## src/hw/psdi_pkg.sv

```systemverilog
`default_nettype none

package psdi_pkg;

  // ----------------------------------------------------------------------
  // Operating modes
  // ----------------------------------------------------------------------
  typedef enum logic [1:0] {
    PSDI_MODE_SINGLE = 2'b00,
    PSDI_MODE_DOUBLE = 2'b01,
    PSDI_MODE_AUTO   = 2'b10,
    PSDI_MODE_MANUAL = 2'b11
  } psdi_mode_t;

  // ----------------------------------------------------------------------
  // Controller states
  // ----------------------------------------------------------------------
  typedef enum logic [2:0] {
    PSDI_ST_LOCKED  = 3'b000,
    PSDI_ST_WAIT    = 3'b001,
    PSDI_ST_BREAK   = 3'b010,
    PSDI_ST_CYCLE   = 3'b011,
    PSDI_ST_GUARD   = 3'b100,
    PSDI_ST_FAULT   = 3'b101
  } psdi_state_t;

  // ----------------------------------------------------------------------
  // Timing
  // ----------------------------------------------------------------------
  localparam int unsigned CLK_HZ          = 20000000;
  localparam int unsigned TICK_HZ         = 1000;
  localparam int unsigned TICK_DIV        = CLK_HZ / TICK_HZ;
  localparam int unsigned IDLE_WAIT_MS    = 30000;
  localparam int unsigned BREAK_MIN_MS    = 300;
  localparam int unsigned FEEDBACK_MIN_MS = 100;
  localparam int unsigned MS_W            = 16;
  localparam int unsigned BREAKS_SINGLE   = 1;
  localparam int unsigned BREAKS_DOUBLE   = 2;

  // Status and relay outputs travel together.
  typedef struct packed {
    logic relay_a;
    logic relay_b;
    logic safety_output_state;
    logic fault;
    logic reset_needed;
  } psdi_out_t;

endpackage : psdi_pkg

`default_nettype wire

```

## src/hw/psdi_channel.sv

```systemverilog
`timescale 1ns/100ps
`default_nettype none

// One supervision channel: synchronises its curtain input and measures
// how long the curtain has been interrupted, in millisecond ticks.
module psdi_channel
#(
  parameter int unsigned MS_W = 16
)
(
  input  wire logic            clock,
  input  wire logic            rst,
  input  wire logic            tick_ms,
  input  wire logic            curtain_clear_pin,
  output var  logic            clear,
  output var  logic [MS_W-1:0] broken_ms
);

  logic sync1_reg;
  logic sync2_reg;
  logic [MS_W-1:0] cnt_reg;
  wire  [MS_W-1:0] cnt_next;
  wire             sat;

  assign sat      = &cnt_reg;
  assign cnt_next = sync2_reg ? '0 :
                    (tick_ms && !sat) ? cnt_reg + 1'b1 : cnt_reg;
  assign clear     = sync2_reg;
  assign broken_ms = cnt_reg;

  always_ff @(posedge clock or posedge rst)
  begin
    if (rst)
    begin
      sync1_reg <= 1'b0;
      sync2_reg <= 1'b0;
      cnt_reg   <= '0;
    end
    else
    begin
      sync1_reg <= curtain_clear_pin;
      sync2_reg <= sync1_reg;
      cnt_reg   <= cnt_next;
    end
  end

endmodule : psdi_channel

`default_nettype wire

```

## src/hw/psdi_ctrl.sv

```systemverilog
`timescale 1ns/100ps
`default_nettype none

// Operation
// - Two setting inputs select single, double, auto guard or manual guard.
// - Two independent channels supervise the curtain continuously.
// - Single break mode starts a cycle after one interruption.
// - Break modes take the feedback pulse as cycle completion.
// - After a completed cycle wait up to 30 s for the next break.
// - Single mode: wait expiry requires a new reset.
// - Breaks count only when longer than 300 ms.
// - Double break mode starts a cycle after two breaks in a window.
// - Double mode: wait expiry requires a new reset.
// - Auto guard follows curtain clear with no reinitiation.
// - Manual guard needs reset after clear, no reinitiation.
// - Auxiliary status output reports the safety output state.
module psdi_ctrl
#(
  parameter int unsigned TICK_DIV     = psdi_pkg::TICK_DIV,
  parameter int unsigned IDLE_WAIT_MS = psdi_pkg::IDLE_WAIT_MS,
  parameter int unsigned BREAK_MIN_MS = psdi_pkg::BREAK_MIN_MS,
  parameter int unsigned FB_MIN_MS    = psdi_pkg::FEEDBACK_MIN_MS
)
(
  input  wire logic       clock,
  input  wire logic       rst,
  input  wire logic [1:0] mode_setting,
  input  wire logic       curtain_a_clear,
  input  wire logic       curtain_b_clear,
  input  wire logic       feedback_pin,
  input  wire logic       reset_pin,
  output var  logic       relay_a,
  output var  logic       relay_b,
  output var  logic       safety_output_state,
  output var  logic       fault,
  output var  logic       reset_needed
);

  localparam int unsigned MS_W = psdi_pkg::MS_W;

  // ----------------------------------------------------------------------
  // Millisecond tick divider
  // ----------------------------------------------------------------------
  logic [31:0] div_reg;
  wire         tick_ms;

  assign tick_ms = (div_reg == TICK_DIV - 1);

  always_ff @(posedge clock or posedge rst)
  begin
    if (rst)
      div_reg <= '0;
    else
      div_reg <= tick_ms ? '0 : div_reg + 32'h1;
  end

  // ----------------------------------------------------------------------
  // Input synchronisers and redundant channels
  // ----------------------------------------------------------------------
  logic [3:0] s1_reg;
  logic [3:0] s2_reg;

  always_ff @(posedge clock or posedge rst)
  begin
    if (rst)
    begin
      s1_reg <= 4'h0;
      s2_reg <= 4'h0;
    end
    else
    begin
      s1_reg <= {mode_setting, feedback_pin, reset_pin};
      s2_reg <= s1_reg;
    end
  end

  wire psdi_pkg::psdi_mode_t mode = psdi_pkg::psdi_mode_t'(s2_reg[3:2]);
  wire             fb_in    = s2_reg[1];
  wire             rst_in   = s2_reg[0];
  wire             clr_a;
  wire             clr_b;
  wire [MS_W-1:0]  brk_a;
  wire [MS_W-1:0]  brk_b;

  psdi_channel #(.MS_W(MS_W)) u_chan_a
  (
    .clock             (clock),
    .rst               (rst),
    .tick_ms           (tick_ms),
    .curtain_clear_pin (curtain_a_clear),
    .clear             (clr_a),
    .broken_ms         (brk_a)
  );

  psdi_channel #(.MS_W(MS_W)) u_chan_b
  (
    .clock             (clock),
    .rst               (rst),
    .tick_ms           (tick_ms),
    .curtain_clear_pin (curtain_b_clear),
    .clear             (clr_b),
    .broken_ms         (brk_b)
  );

  // Both channels must agree that the curtain is clear; a lasting
  // disagreement is treated as a fault rather than trusted.
  wire both_clear = clr_a && clr_b;
  wire any_break  = !clr_a || !clr_b;
  wire disagree   = clr_a ^ clr_b;

  // ----------------------------------------------------------------------
  // Edge detection on the synchronised inputs
  // ----------------------------------------------------------------------
  logic clear_d_reg;
  logic fb_d_reg;
  logic rst_d_reg;
  logic [MS_W-1:0] brk_len_reg;
  logic [MS_W-1:0] fb_ms_reg;
  logic [MS_W-1:0] disc_ms_reg;

  wire clear_rise  = both_clear && !clear_d_reg;
  wire reset_rise  = rst_in && !rst_d_reg;
  wire brk_min     = (brk_len_reg > BREAK_MIN_MS[MS_W-1:0]);
  wire valid_break = clear_rise && brk_min;
  wire fb_fall     = !fb_in && fb_d_reg;
  wire fb_valid    = fb_fall && (fb_ms_reg > FB_MIN_MS[MS_W-1:0]);
  wire disc_fault  = (disc_ms_reg > BREAK_MIN_MS[MS_W-1:0]);

  always_ff @(posedge clock or posedge rst)
  begin
    if (rst)
    begin
      clear_d_reg <= 1'b0;
      fb_d_reg    <= 1'b0;
      rst_d_reg   <= 1'b0;
      brk_len_reg <= '0;
      fb_ms_reg   <= '0;
      disc_ms_reg <= '0;
    end
    else
    begin
      clear_d_reg <= both_clear;
      fb_d_reg    <= fb_in;
      rst_d_reg   <= rst_in;
      // Shorter of the two measured break lengths is the trusted one.
      brk_len_reg <= (brk_a < brk_b) ? brk_a : brk_b;
      if (!fb_in)
        fb_ms_reg <= '0;
      else if (tick_ms && !(&fb_ms_reg))
        fb_ms_reg <= fb_ms_reg + 1'b1;
      if (!disagree)
        disc_ms_reg <= '0;
      else if (tick_ms && !(&disc_ms_reg))
        disc_ms_reg <= disc_ms_reg + 1'b1;
    end
  end

  // ----------------------------------------------------------------------
  // Sequence state machine
  // ----------------------------------------------------------------------
  psdi_pkg::psdi_state_t state_reg;
  psdi_pkg::psdi_state_t state_next;
  logic [MS_W-1:0] wait_reg;
  logic [MS_W-1:0] wait_next;
  logic [1:0]      nbrk_reg;
  logic [1:0]      nbrk_next;
  logic            out_reg;
  logic            out_next;

  wire break_mode = (mode == psdi_pkg::PSDI_MODE_SINGLE) ||
                    (mode == psdi_pkg::PSDI_MODE_DOUBLE);
  wire [1:0] need = (mode == psdi_pkg::PSDI_MODE_DOUBLE) ?
                    2'(psdi_pkg::BREAKS_DOUBLE) :
                    2'(psdi_pkg::BREAKS_SINGLE);
  wire wait_over  = (wait_reg >= IDLE_WAIT_MS[MS_W-1:0]);
  wire wait_tick  = tick_ms && !wait_over;

  always_comb
  begin
    state_next = state_reg;
    wait_next  = wait_reg;
    nbrk_next  = nbrk_reg;
    out_next   = out_reg;
    case (state_reg)
      psdi_pkg::PSDI_ST_LOCKED:
      begin
        out_next = 1'b0;
        if (reset_rise && both_clear)
        begin
          nbrk_next = 2'h0;
          wait_next = '0;
          if (break_mode)
          begin
            // Initialisation releases the first cycle in break modes.
            state_next = psdi_pkg::PSDI_ST_CYCLE;
            out_next   = 1'b1;
          end
          else
          begin
            state_next = psdi_pkg::PSDI_ST_GUARD;
            out_next   = 1'b1;
          end
        end
      end
      psdi_pkg::PSDI_ST_CYCLE:
      begin
        if (any_break)
        begin
          // Intrusion during motion drops the relays at once.
          state_next = psdi_pkg::PSDI_ST_LOCKED;
          out_next   = 1'b0;
        end
        else if (fb_valid)
        begin
          state_next = psdi_pkg::PSDI_ST_WAIT;
          out_next   = 1'b0;
          wait_next  = '0;
          nbrk_next  = 2'h0;
        end
      end
      psdi_pkg::PSDI_ST_WAIT, psdi_pkg::PSDI_ST_BREAK:
      begin
        out_next = 1'b0;
        if (wait_tick)
          wait_next = wait_reg + 1'b1;
        if (wait_over)
          state_next = psdi_pkg::PSDI_ST_LOCKED;
        else if (any_break)
          state_next = psdi_pkg::PSDI_ST_BREAK;
        else if (valid_break)
        begin
          if (nbrk_reg + 2'h1 >= need)
          begin
            state_next = psdi_pkg::PSDI_ST_CYCLE;
            out_next   = 1'b1;
          end
          else
          begin
            state_next = psdi_pkg::PSDI_ST_WAIT;
            nbrk_next  = nbrk_reg + 2'h1;
          end
        end
        else if (clear_rise)
          state_next = psdi_pkg::PSDI_ST_WAIT;
      end
      psdi_pkg::PSDI_ST_GUARD:
      begin
        out_next = both_clear;
        if (any_break && mode == psdi_pkg::PSDI_MODE_MANUAL)
        begin
          state_next = psdi_pkg::PSDI_ST_LOCKED;
          out_next   = 1'b0;
        end
        else if (break_mode)
        begin
          state_next = psdi_pkg::PSDI_ST_LOCKED;
          out_next   = 1'b0;
        end
      end
      psdi_pkg::PSDI_ST_FAULT:
      begin
        out_next = 1'b0;
        if (reset_rise && !disagree)
          state_next = psdi_pkg::PSDI_ST_LOCKED;
      end
      default:
      begin
        state_next = psdi_pkg::PSDI_ST_LOCKED;
        out_next   = 1'b0;
      end
    endcase
    if (disc_fault)
    begin
      state_next = psdi_pkg::PSDI_ST_FAULT;
      out_next   = 1'b0;
    end
  end

  always_ff @(posedge clock or posedge rst)
  begin
    if (rst)
    begin
      state_reg <= psdi_pkg::PSDI_ST_LOCKED;
      wait_reg  <= '0;
      nbrk_reg  <= 2'h0;
      out_reg   <= 1'b0;
    end
    else
    begin
      state_reg <= state_next;
      wait_reg  <= wait_next;
      nbrk_reg  <= nbrk_next;
      out_reg   <= out_next;
    end
  end

  // ----------------------------------------------------------------------
  // Outputs
  // ----------------------------------------------------------------------
  psdi_pkg::psdi_out_t o;

  always_comb
  begin
    o.relay_a             = out_reg;
    o.relay_b             = out_reg;
    o.safety_output_state = out_reg;
    o.fault               = (state_reg == psdi_pkg::PSDI_ST_FAULT);
    o.reset_needed        = (state_reg == psdi_pkg::PSDI_ST_LOCKED);
  end

  assign relay_a             = o.relay_a;
  assign relay_b             = o.relay_b;
  assign safety_output_state = o.safety_output_state;
  assign fault               = o.fault;
  assign reset_needed        = o.reset_needed;

endmodule : psdi_ctrl

`default_nettype wire

```

## config.mk

```make
export PLATFORM = sky130hd
export DESIGN_NAME = psdi_ctrl
export DESIGN_NICKNAME = d
export VERILOG_FILES = /design/src/hw/psdi_pkg.sv /design/src/hw/psdi_channel.sv /design/src/hw/psdi_ctrl.sv
export SDC_FILE = /design/constraint.sdc
export NUM_CORES = 1
export LEC_CHECK = 0
export BUFFER_PORTS_ARGS = -buffer_cell sky130_fd_sc_hd__buf_4
export CAP_MARGIN = 30
export CORE_ASPECT_RATIO = 0.8
export CORE_MARGIN = 8
export CORE_UTILIZATION = 45
export CTS_BUF_LIST = sky130_fd_sc_hd__clkbuf_8
export CTS_CLUSTER_SIZE = 14
export DETAILED_ROUTE_END_ITERATION = 6
export GPL_ROUTABILITY_DRIVEN = 0
export HOLD_SLACK_MARGIN = 0.1
export PLACE_DENSITY = 0.62
export SLEW_MARGIN = 20
export SYNTH_ARGS = -nofsm -noshare
export SYNTH_HDL_FRONTEND = slang
export SYNTH_SLANG_ARGS = --single-unit
```

## constraint.sdc

```tcl
create_clock -name clock -period 9.78 [get_ports clock]
set_input_delay 0.978 -clock clock [delete_from_list [all_inputs] [get_ports clock]]
set_output_delay 0.978 -clock clock [all_outputs]
set_load 0.005 [all_outputs]
```

# Word level (Yosys, flattened, before mapping)
# Cells that the tools add are included.
totals:
  regBits: 149
  latch_bits: 0
  mem_bits_rw: 0
  romBits: 0
  input_bits: 8
  output_inout_bits: 5
  wordCells: 145
  mem_count: 0
classes:
  addsub: 7
  multipliers: 0
  n_div: 0
  n_lt_le_gt_ge: 6
  n_eq_ne: 23
  shift: 0
  n_mux: 49
  n_bitwise: 1
  reduce_logical: 40
op_table:
  columns: ["cell", "n"]
  rows:
  - ["two-way mux 16 bit", 13]
  - ["adder 16 x 1 -> 16 bit, second input constant", 5]
  - ["AND reduction 16 bit", 4]
  - ["one-hot mux 16 bit (3 select lines)", 1]
  - ["two-way mux 3 bit", 12]
  - ["adder 32 x 1 -> 32 bit, second input constant", 1]
  - ["equality test 32 x 15 -> 1 bit, second input constant", 1]
  - ["greater-than comparator 16 x 9 -> 1 bit, second input constant", 2]
  - ["two-way mux 32 bit", 1]
  - ["two-way mux 2 bit", 9]
  - [">= comparator 16 x 15 -> 1 bit, second input constant", 1]
  - ["greater-than comparator 16 x 7 -> 1 bit, second input constant", 1]
  - ["< comparator 16 bit", 1]
  - ["one-hot mux 3 bit (5 select lines)", 1]
  - ["logical AND 1 bit", 14]
  - ["!= test 2 bit, second input constant", 7]
  - ["logical NOT 1 bit", 11]
  - ["two-way mux 1 bit", 10]
  - ["AND reduction 5 bit", 2]
  - ["!= test 4 bit, second input constant", 2]
  - ["AND reduction 8 bit", 1]
  - ["equality test 3 x 2 -> 1 bit, second input constant", 2]
  - ["equality test 3 bit, second input constant", 2]
  - ["!= test 2 x 1 -> 1 bit, second input constant", 3]
  - ["other kinds (16)", 19]

# Logic depth before layout (Yosys ltp)
depth:
  word_depth: 9
  ltp_mapped: 10

# By module
# Synthesis repeated with hierarchy kept, for this count alone.
hier_totals:
  cells_unflattened: 803
  area_unflattened_um2: 7950.1
by_module_without_submodules:
  columns: ["module", "n_inst", "cells_each", "area_each_um2", "seq_area_each_um2"]
  rows:
  - ["psdi_ctrl", 1, 605, 6015.8, 2827.7]
  - ["psdi_channel", 2, 99, 967.2, 450.4]

# Worst setup path before layout
# No wires, ideal clock.
synth_timing:
  kind: "flip-flop to flip-flop"
  startpoint: "reg u_chan_a.cnt_reg[5], in the netlist u_chan_a.broken_ms[5]"
  endpoint: "reg brk_len_reg[11]"
  arrival_time_ns: 2.402
  setup_slack_ns: 7.253
  path_stages_with_launch: 8
  path_buffers: 1
  period_less_slack_ns: 2.527
  cell_sequence: "dfrtp_1 ha_1 a2111o_1 a31oi_1 o21ai_0 a22oi_1 buf_2 mux2_2"
synth_between:
  elab_chain_cells: 2
synth_rtl:
  columns: ["element", "line", "rtl"]
  rows:
  - ["start: declaration", "psdi_channel.sv:21", "logic [MS_W-1:0] cnt_reg;"]
  - ["start signal: assignment", "psdi_channel.sv:43", "cnt_reg <= cnt_next;"]
  - ["< comparator 16 bit", "psdi_ctrl.sv:146", "brk_len_reg <= (brk_a < brk_b) ? brk_a : brk_b;"]
  - ["two-way mux 16 bit", "psdi_ctrl.sv:146", null]
  - ["end signal: assignment", "psdi_ctrl.sv:146", null]
  - ["end: declaration", "psdi_ctrl.sv:117", "logic [MS_W-1:0] brk_len_reg;"]
# Every way passes these cells.
# A chain may end at the register's enable or synchronous reset.

# Final worst setup path
layout_timing:
  startpoint: "reg div_reg[24]"
  endpoint: "reg fb_ms_reg[13]"
layout_between:
  elab_chain_cells: 3
layout_rtl:
  columns: ["element", "line", "rtl"]
  rows:
  - ["start: declaration", "psdi_ctrl.sv:44", "logic [31:0] div_reg;"]
  - ["start signal: assignment", "psdi_ctrl.sv:54", "div_reg <= tick_ms ? '0 : div_reg + 32'h1;"]
  - ["equality test 32 x 15 -> 1 bit", "psdi_ctrl.sv:47", "assign tick_ms = (div_reg == TICK_DIV - 1);"]
  - ["logical AND 1 bit", "psdi_ctrl.sv:149", "else if (tick_ms && !(&fb_ms_reg))"]
  - ["!= test 2 x 1 -> 1 bit (no source line)", null, null]
  - ["end signal: assignment", "psdi_ctrl.sv:150", "fb_ms_reg <= fb_ms_reg + 1'b1;"]
  - ["end: declaration", "psdi_ctrl.sv:118", "logic [MS_W-1:0] fb_ms_reg;"]
# Every way passes these cells.

==> summary.txt <==
CTS
----------------------------------------------------------------------------------
Number of sinks driven by the clock tree                                       149
Number of cells upsized or downsized after cts                                   0
Number of CTS-inserted buffers                                                  17
Register clock-pin slew on the reported worst setup and hold paths           90 ps
CTS root buf                                                          sky130_fd_sc_hd__clkbuf_8
Maximum level of the CTS H-tree                                                  4
Buffers from clock root to sink, at most                                         2
CTS Hold Buffers Added                                                           0
Buffer count from post-CTS setup fixing                                          0
CTS tree                                                                     built
Latest clock arrival within the worst-skew pair                             460 ps

SYNTHESIS
----------------------------------------------------------------------------------
Unique masters post-synth                                                       63
Largest area contributor in the netlist                               sky130_fd_sc_hd__dfrtp_1
Dominant combinational cell family by area after synthesis            simple AND/OR/NAND/NOR gates
Average cell area after synthesis                                       9.87 sq um
Number of standard cells after synthesis                                       791
Number of synthesized register bits                                            149
Synth Area in XOR/XNOR                                                       8.52%
Sequential area share after synthesis                                        47.7%
Share of synthesized cell area in and, or, nand and nor gates                24.5%
FFs w/ async S/R, synth                                                       100%
Top flip-flop cell by instance count after synthesis                  sky130_fd_sc_hd__dfrtp_1
Yosys synthesis warning count                                                    0
Mux contribution to synthesized area                                         2.53%
Fraction of the mapped netlist area in adder cells                           4.45%
Fraction of the mapped netlist area in compound gates                        9.15%
Area fraction of the dominant cell type after synthesis                      47.7%
Number of flops mapped to enable cells by yosys                                  0
Top post-synthesis cells by area                                      sky130_fd_sc_hd__dfrtp_1 48%, sky130_fd_sc_hd__xnor2_1 5.8%, sky130_fd_sc_hd__ha_1 4.3%
Post-synth design cell area                                             7810 sq um
Synthesized Nets                                                               826

DRT
----------------------------------------------------------------------------------
DRC errors left                                                                  0
Via count                                                                     5829
Iteration-0 DRC count of the detailed router                                   496
Average wire per cell in the routed design                            15.8 microns
Number of nets with antenna violations after detailed routing                    0
Number of optimization iterations in the first detailed-route pass               5
Via count normalized by instance count                                        5.61
WL final                                                                   16.4 mm

PLACEMENT
----------------------------------------------------------------------------------
Area after detailed placement                                           8120 sq um
Count of port buffers added during placement                                    12
HPWL after DPL                                                             11.4 mm

PWR
----------------------------------------------------------------------------------
Overall power                                                              1.31 mW
Leakage                                                                    3.63 nW
PwrDens                                                                153 nW/um^2
Maximum ir drop on the vdd rail                                            97.9 uV

FINISH
----------------------------------------------------------------------------------
Total inserted antenna cells                                                     0
Most frequent cells in the layout                                     149 x sky130_fd_sc_hd__dfrtp_1, 63 x sky130_fd_sc_hd__nor2_1, 60 x sky130_fd_sc_hd__nand2_1
Number of nets in the layout                                                   836
Layout cell share with drive strength beyond 1                               9.09%
Signed area change from the synthesized netlist to the final layout          9.10%
Commonest non-fill, non-tap cell in the layout                        sky130_fd_sc_hd__dfrtp_1
Final cell utilization of the core                                           49.6%
Final cell area excluding filler cells                                  8520 sq um
Max reg flops                                                                   32

STA
----------------------------------------------------------------------------------
Setup tns final                                                               0 ps
Final Hold Vio Count                                                             0
Layout Skew                                                                13.2 ps
Max-slew headroom                                                            41.4%
Time the final worst path needs with I/O delays and setup                  3380 ps
Slew of the pin with the lowest slew margin                                 879 ps
Number of max-slew violations in the final report                                0
Final period util                                                            34.6%
Final setup violation count                                                      0
Setup repair after global routing missed its margin                          false
Fmax                                                                       295 MHz

CRITICAL PATH
----------------------------------------------------------------------------------
Sort of element at the start of the critical path                             flop
Launch instance of the worst register-to-register path                div_reg[24]$_DFF_PP0_
CP arrival                                                                 3750 ps
Critical register-to-register path endpoint                           fb_ms_reg[13]$_DFFE_PP0P_
Slack of the worst reg-to-reg path                                         6400 ps
Kind of critical path                                                   reg -> reg
Capturing element type of the critical path                                   flop
Crit path max fanout                                                            26
Critical path required time                                               10150 ps
Number of cell instances on the worst register-to-register path                  7

FLOORPLAN
----------------------------------------------------------------------------------
Core ar.                                                               17200 sq um
Effective utilization at floorplan                                           45.5%
Placement Rows                                                                  43
DIE AREA                                                               21900 sq um
Number of primary I/O pins                                                      13
Vertical extent of the die                                             134 microns
Chip width                                                             163 microns

GLOBAL ROUTING
----------------------------------------------------------------------------------
Number of antenna violations at the first check in global routing                0
GRT overflow                                                                     0
Pin count of the biggest net entering global routing                            91
All-Layer GR Usage                                                           15.7%
Global-route wire length before repair                                     28.0 mm
Via count of the first global-routing pass                                    5588

JOB
----------------------------------------------------------------------------------
MaxCap Viol Count                                                                0

HOLD PATH
----------------------------------------------------------------------------------
Cells on Worst Hold Path                                                         0
Startpoint of the lowest-slack hold path                              s1_reg[3]$_DFF_PP0_
Destination of the worst hold path                                    s2_reg[3]$_DFF_PP0_
Worst Hold Class                                                        reg -> reg

RUN STATUS
----------------------------------------------------------------------------------
Outcome                                                               finished clean

[routing by layer]
metal | GRT usage, % | routed length [microns] | part of all wire [%]
met1 | 22.7 | 8410 | 51
met2 | 23.1 | 7160 | 44
met3 | 3.74 | 670 | 4.1
met4 | 3.81 | 134 | 0.82
met5 | 0 | 0 | 0
[how the worst max path moves through the flow]
stage	startpoint	cells past startpoint	slack [ps]	to
2_1_floorplan	rst	1	4790	brk_len_reg[0]$_DFF_PP0_
3_3_place_gp	div_reg[28]$_DFF_PP0_	7	6500	fb_ms_reg[13]$_DFFE_PP0P_
3_5_place_dp	div_reg[28]$_DFF_PP0_	7	6460	fb_ms_reg[13]$_DFFE_PP0P_
4_1_cts	div_reg[28]$_DFF_PP0_	7	6410	fb_ms_reg[13]$_DFFE_PP0P_
5_1_grt	div_reg[24]$_DFF_PP0_	7	6170	fb_ms_reg[7]$_DFFE_PP0P_
6_report	div_reg[24]$_DFF_PP0_	7	6400	fb_ms_reg[13]$_DFFE_PP0P_
[critical path, cell delays in order, from the launching register on]
cell                      delay, ps
sky130_fd_sc_hd__dfrtp_1        430
sky130_fd_sc_hd__nor4_1         330
sky130_fd_sc_hd__nand4_1        360
sky130_fd_sc_hd__nor3_4         630
sky130_fd_sc_hd__buf_4          430
sky130_fd_sc_hd__nand3_1        370
sky130_fd_sc_hd__or4_1          570
sky130_fd_sc_hd__a21oi_1        160
[Yosys cell counts, drive strengths merged, types with 16 or more instances]
cell      n
a21oi    33
and2     23
and3     17
clkbuf   16
dfrtp   149
ha       27
inv      32
nand2    60
nand3    46
nand4    44
nor2     63
nor3     19
o21ai    25
xnor2    52
xor2     24
[kinds of logic after synthesis]
| group | Yosys count |
|---|---|
| compound gates | 108 |
| xor+xnor | 76 |
| buf+inv | 60 |
| fa+ha+maj | 28 |
| simple gates | 352 |
| flops | 149 |
| mux | 18 |
[metrics by stage]
stage	hold slack [ps]	setup slack, ps	cells
global route	362	6170	1039
floorplan	331	4790	791
finish	355	6400	1039
global placement	335	6500	1007
detailed placement	336	6460	1007
CTS	355	6410	1039
[final cells by class]
cell class / instances / area [sq um]
multi-input combinational: 582 / 3850
fill: 1550 / 8640
sequential: 149 / 3730
inverter: 33 / 129
timing repair buffer: 18 / 135
clock buffer: 18 / 248
tap: 225 / 282
clock inverter: 14 / 151
[power breakdown]
group / internal [mW] / switching [mW] / total, mW
combinational: 0.0558 / 0.122 / 0.178
sequential: 0.628 / 0.0195 / 0.647
clock: 0.235 / 0.246 / 0.481
total: 0.919 / 0.388 / 1.31
No activity file was read; power rests on OpenSTA's default activity.
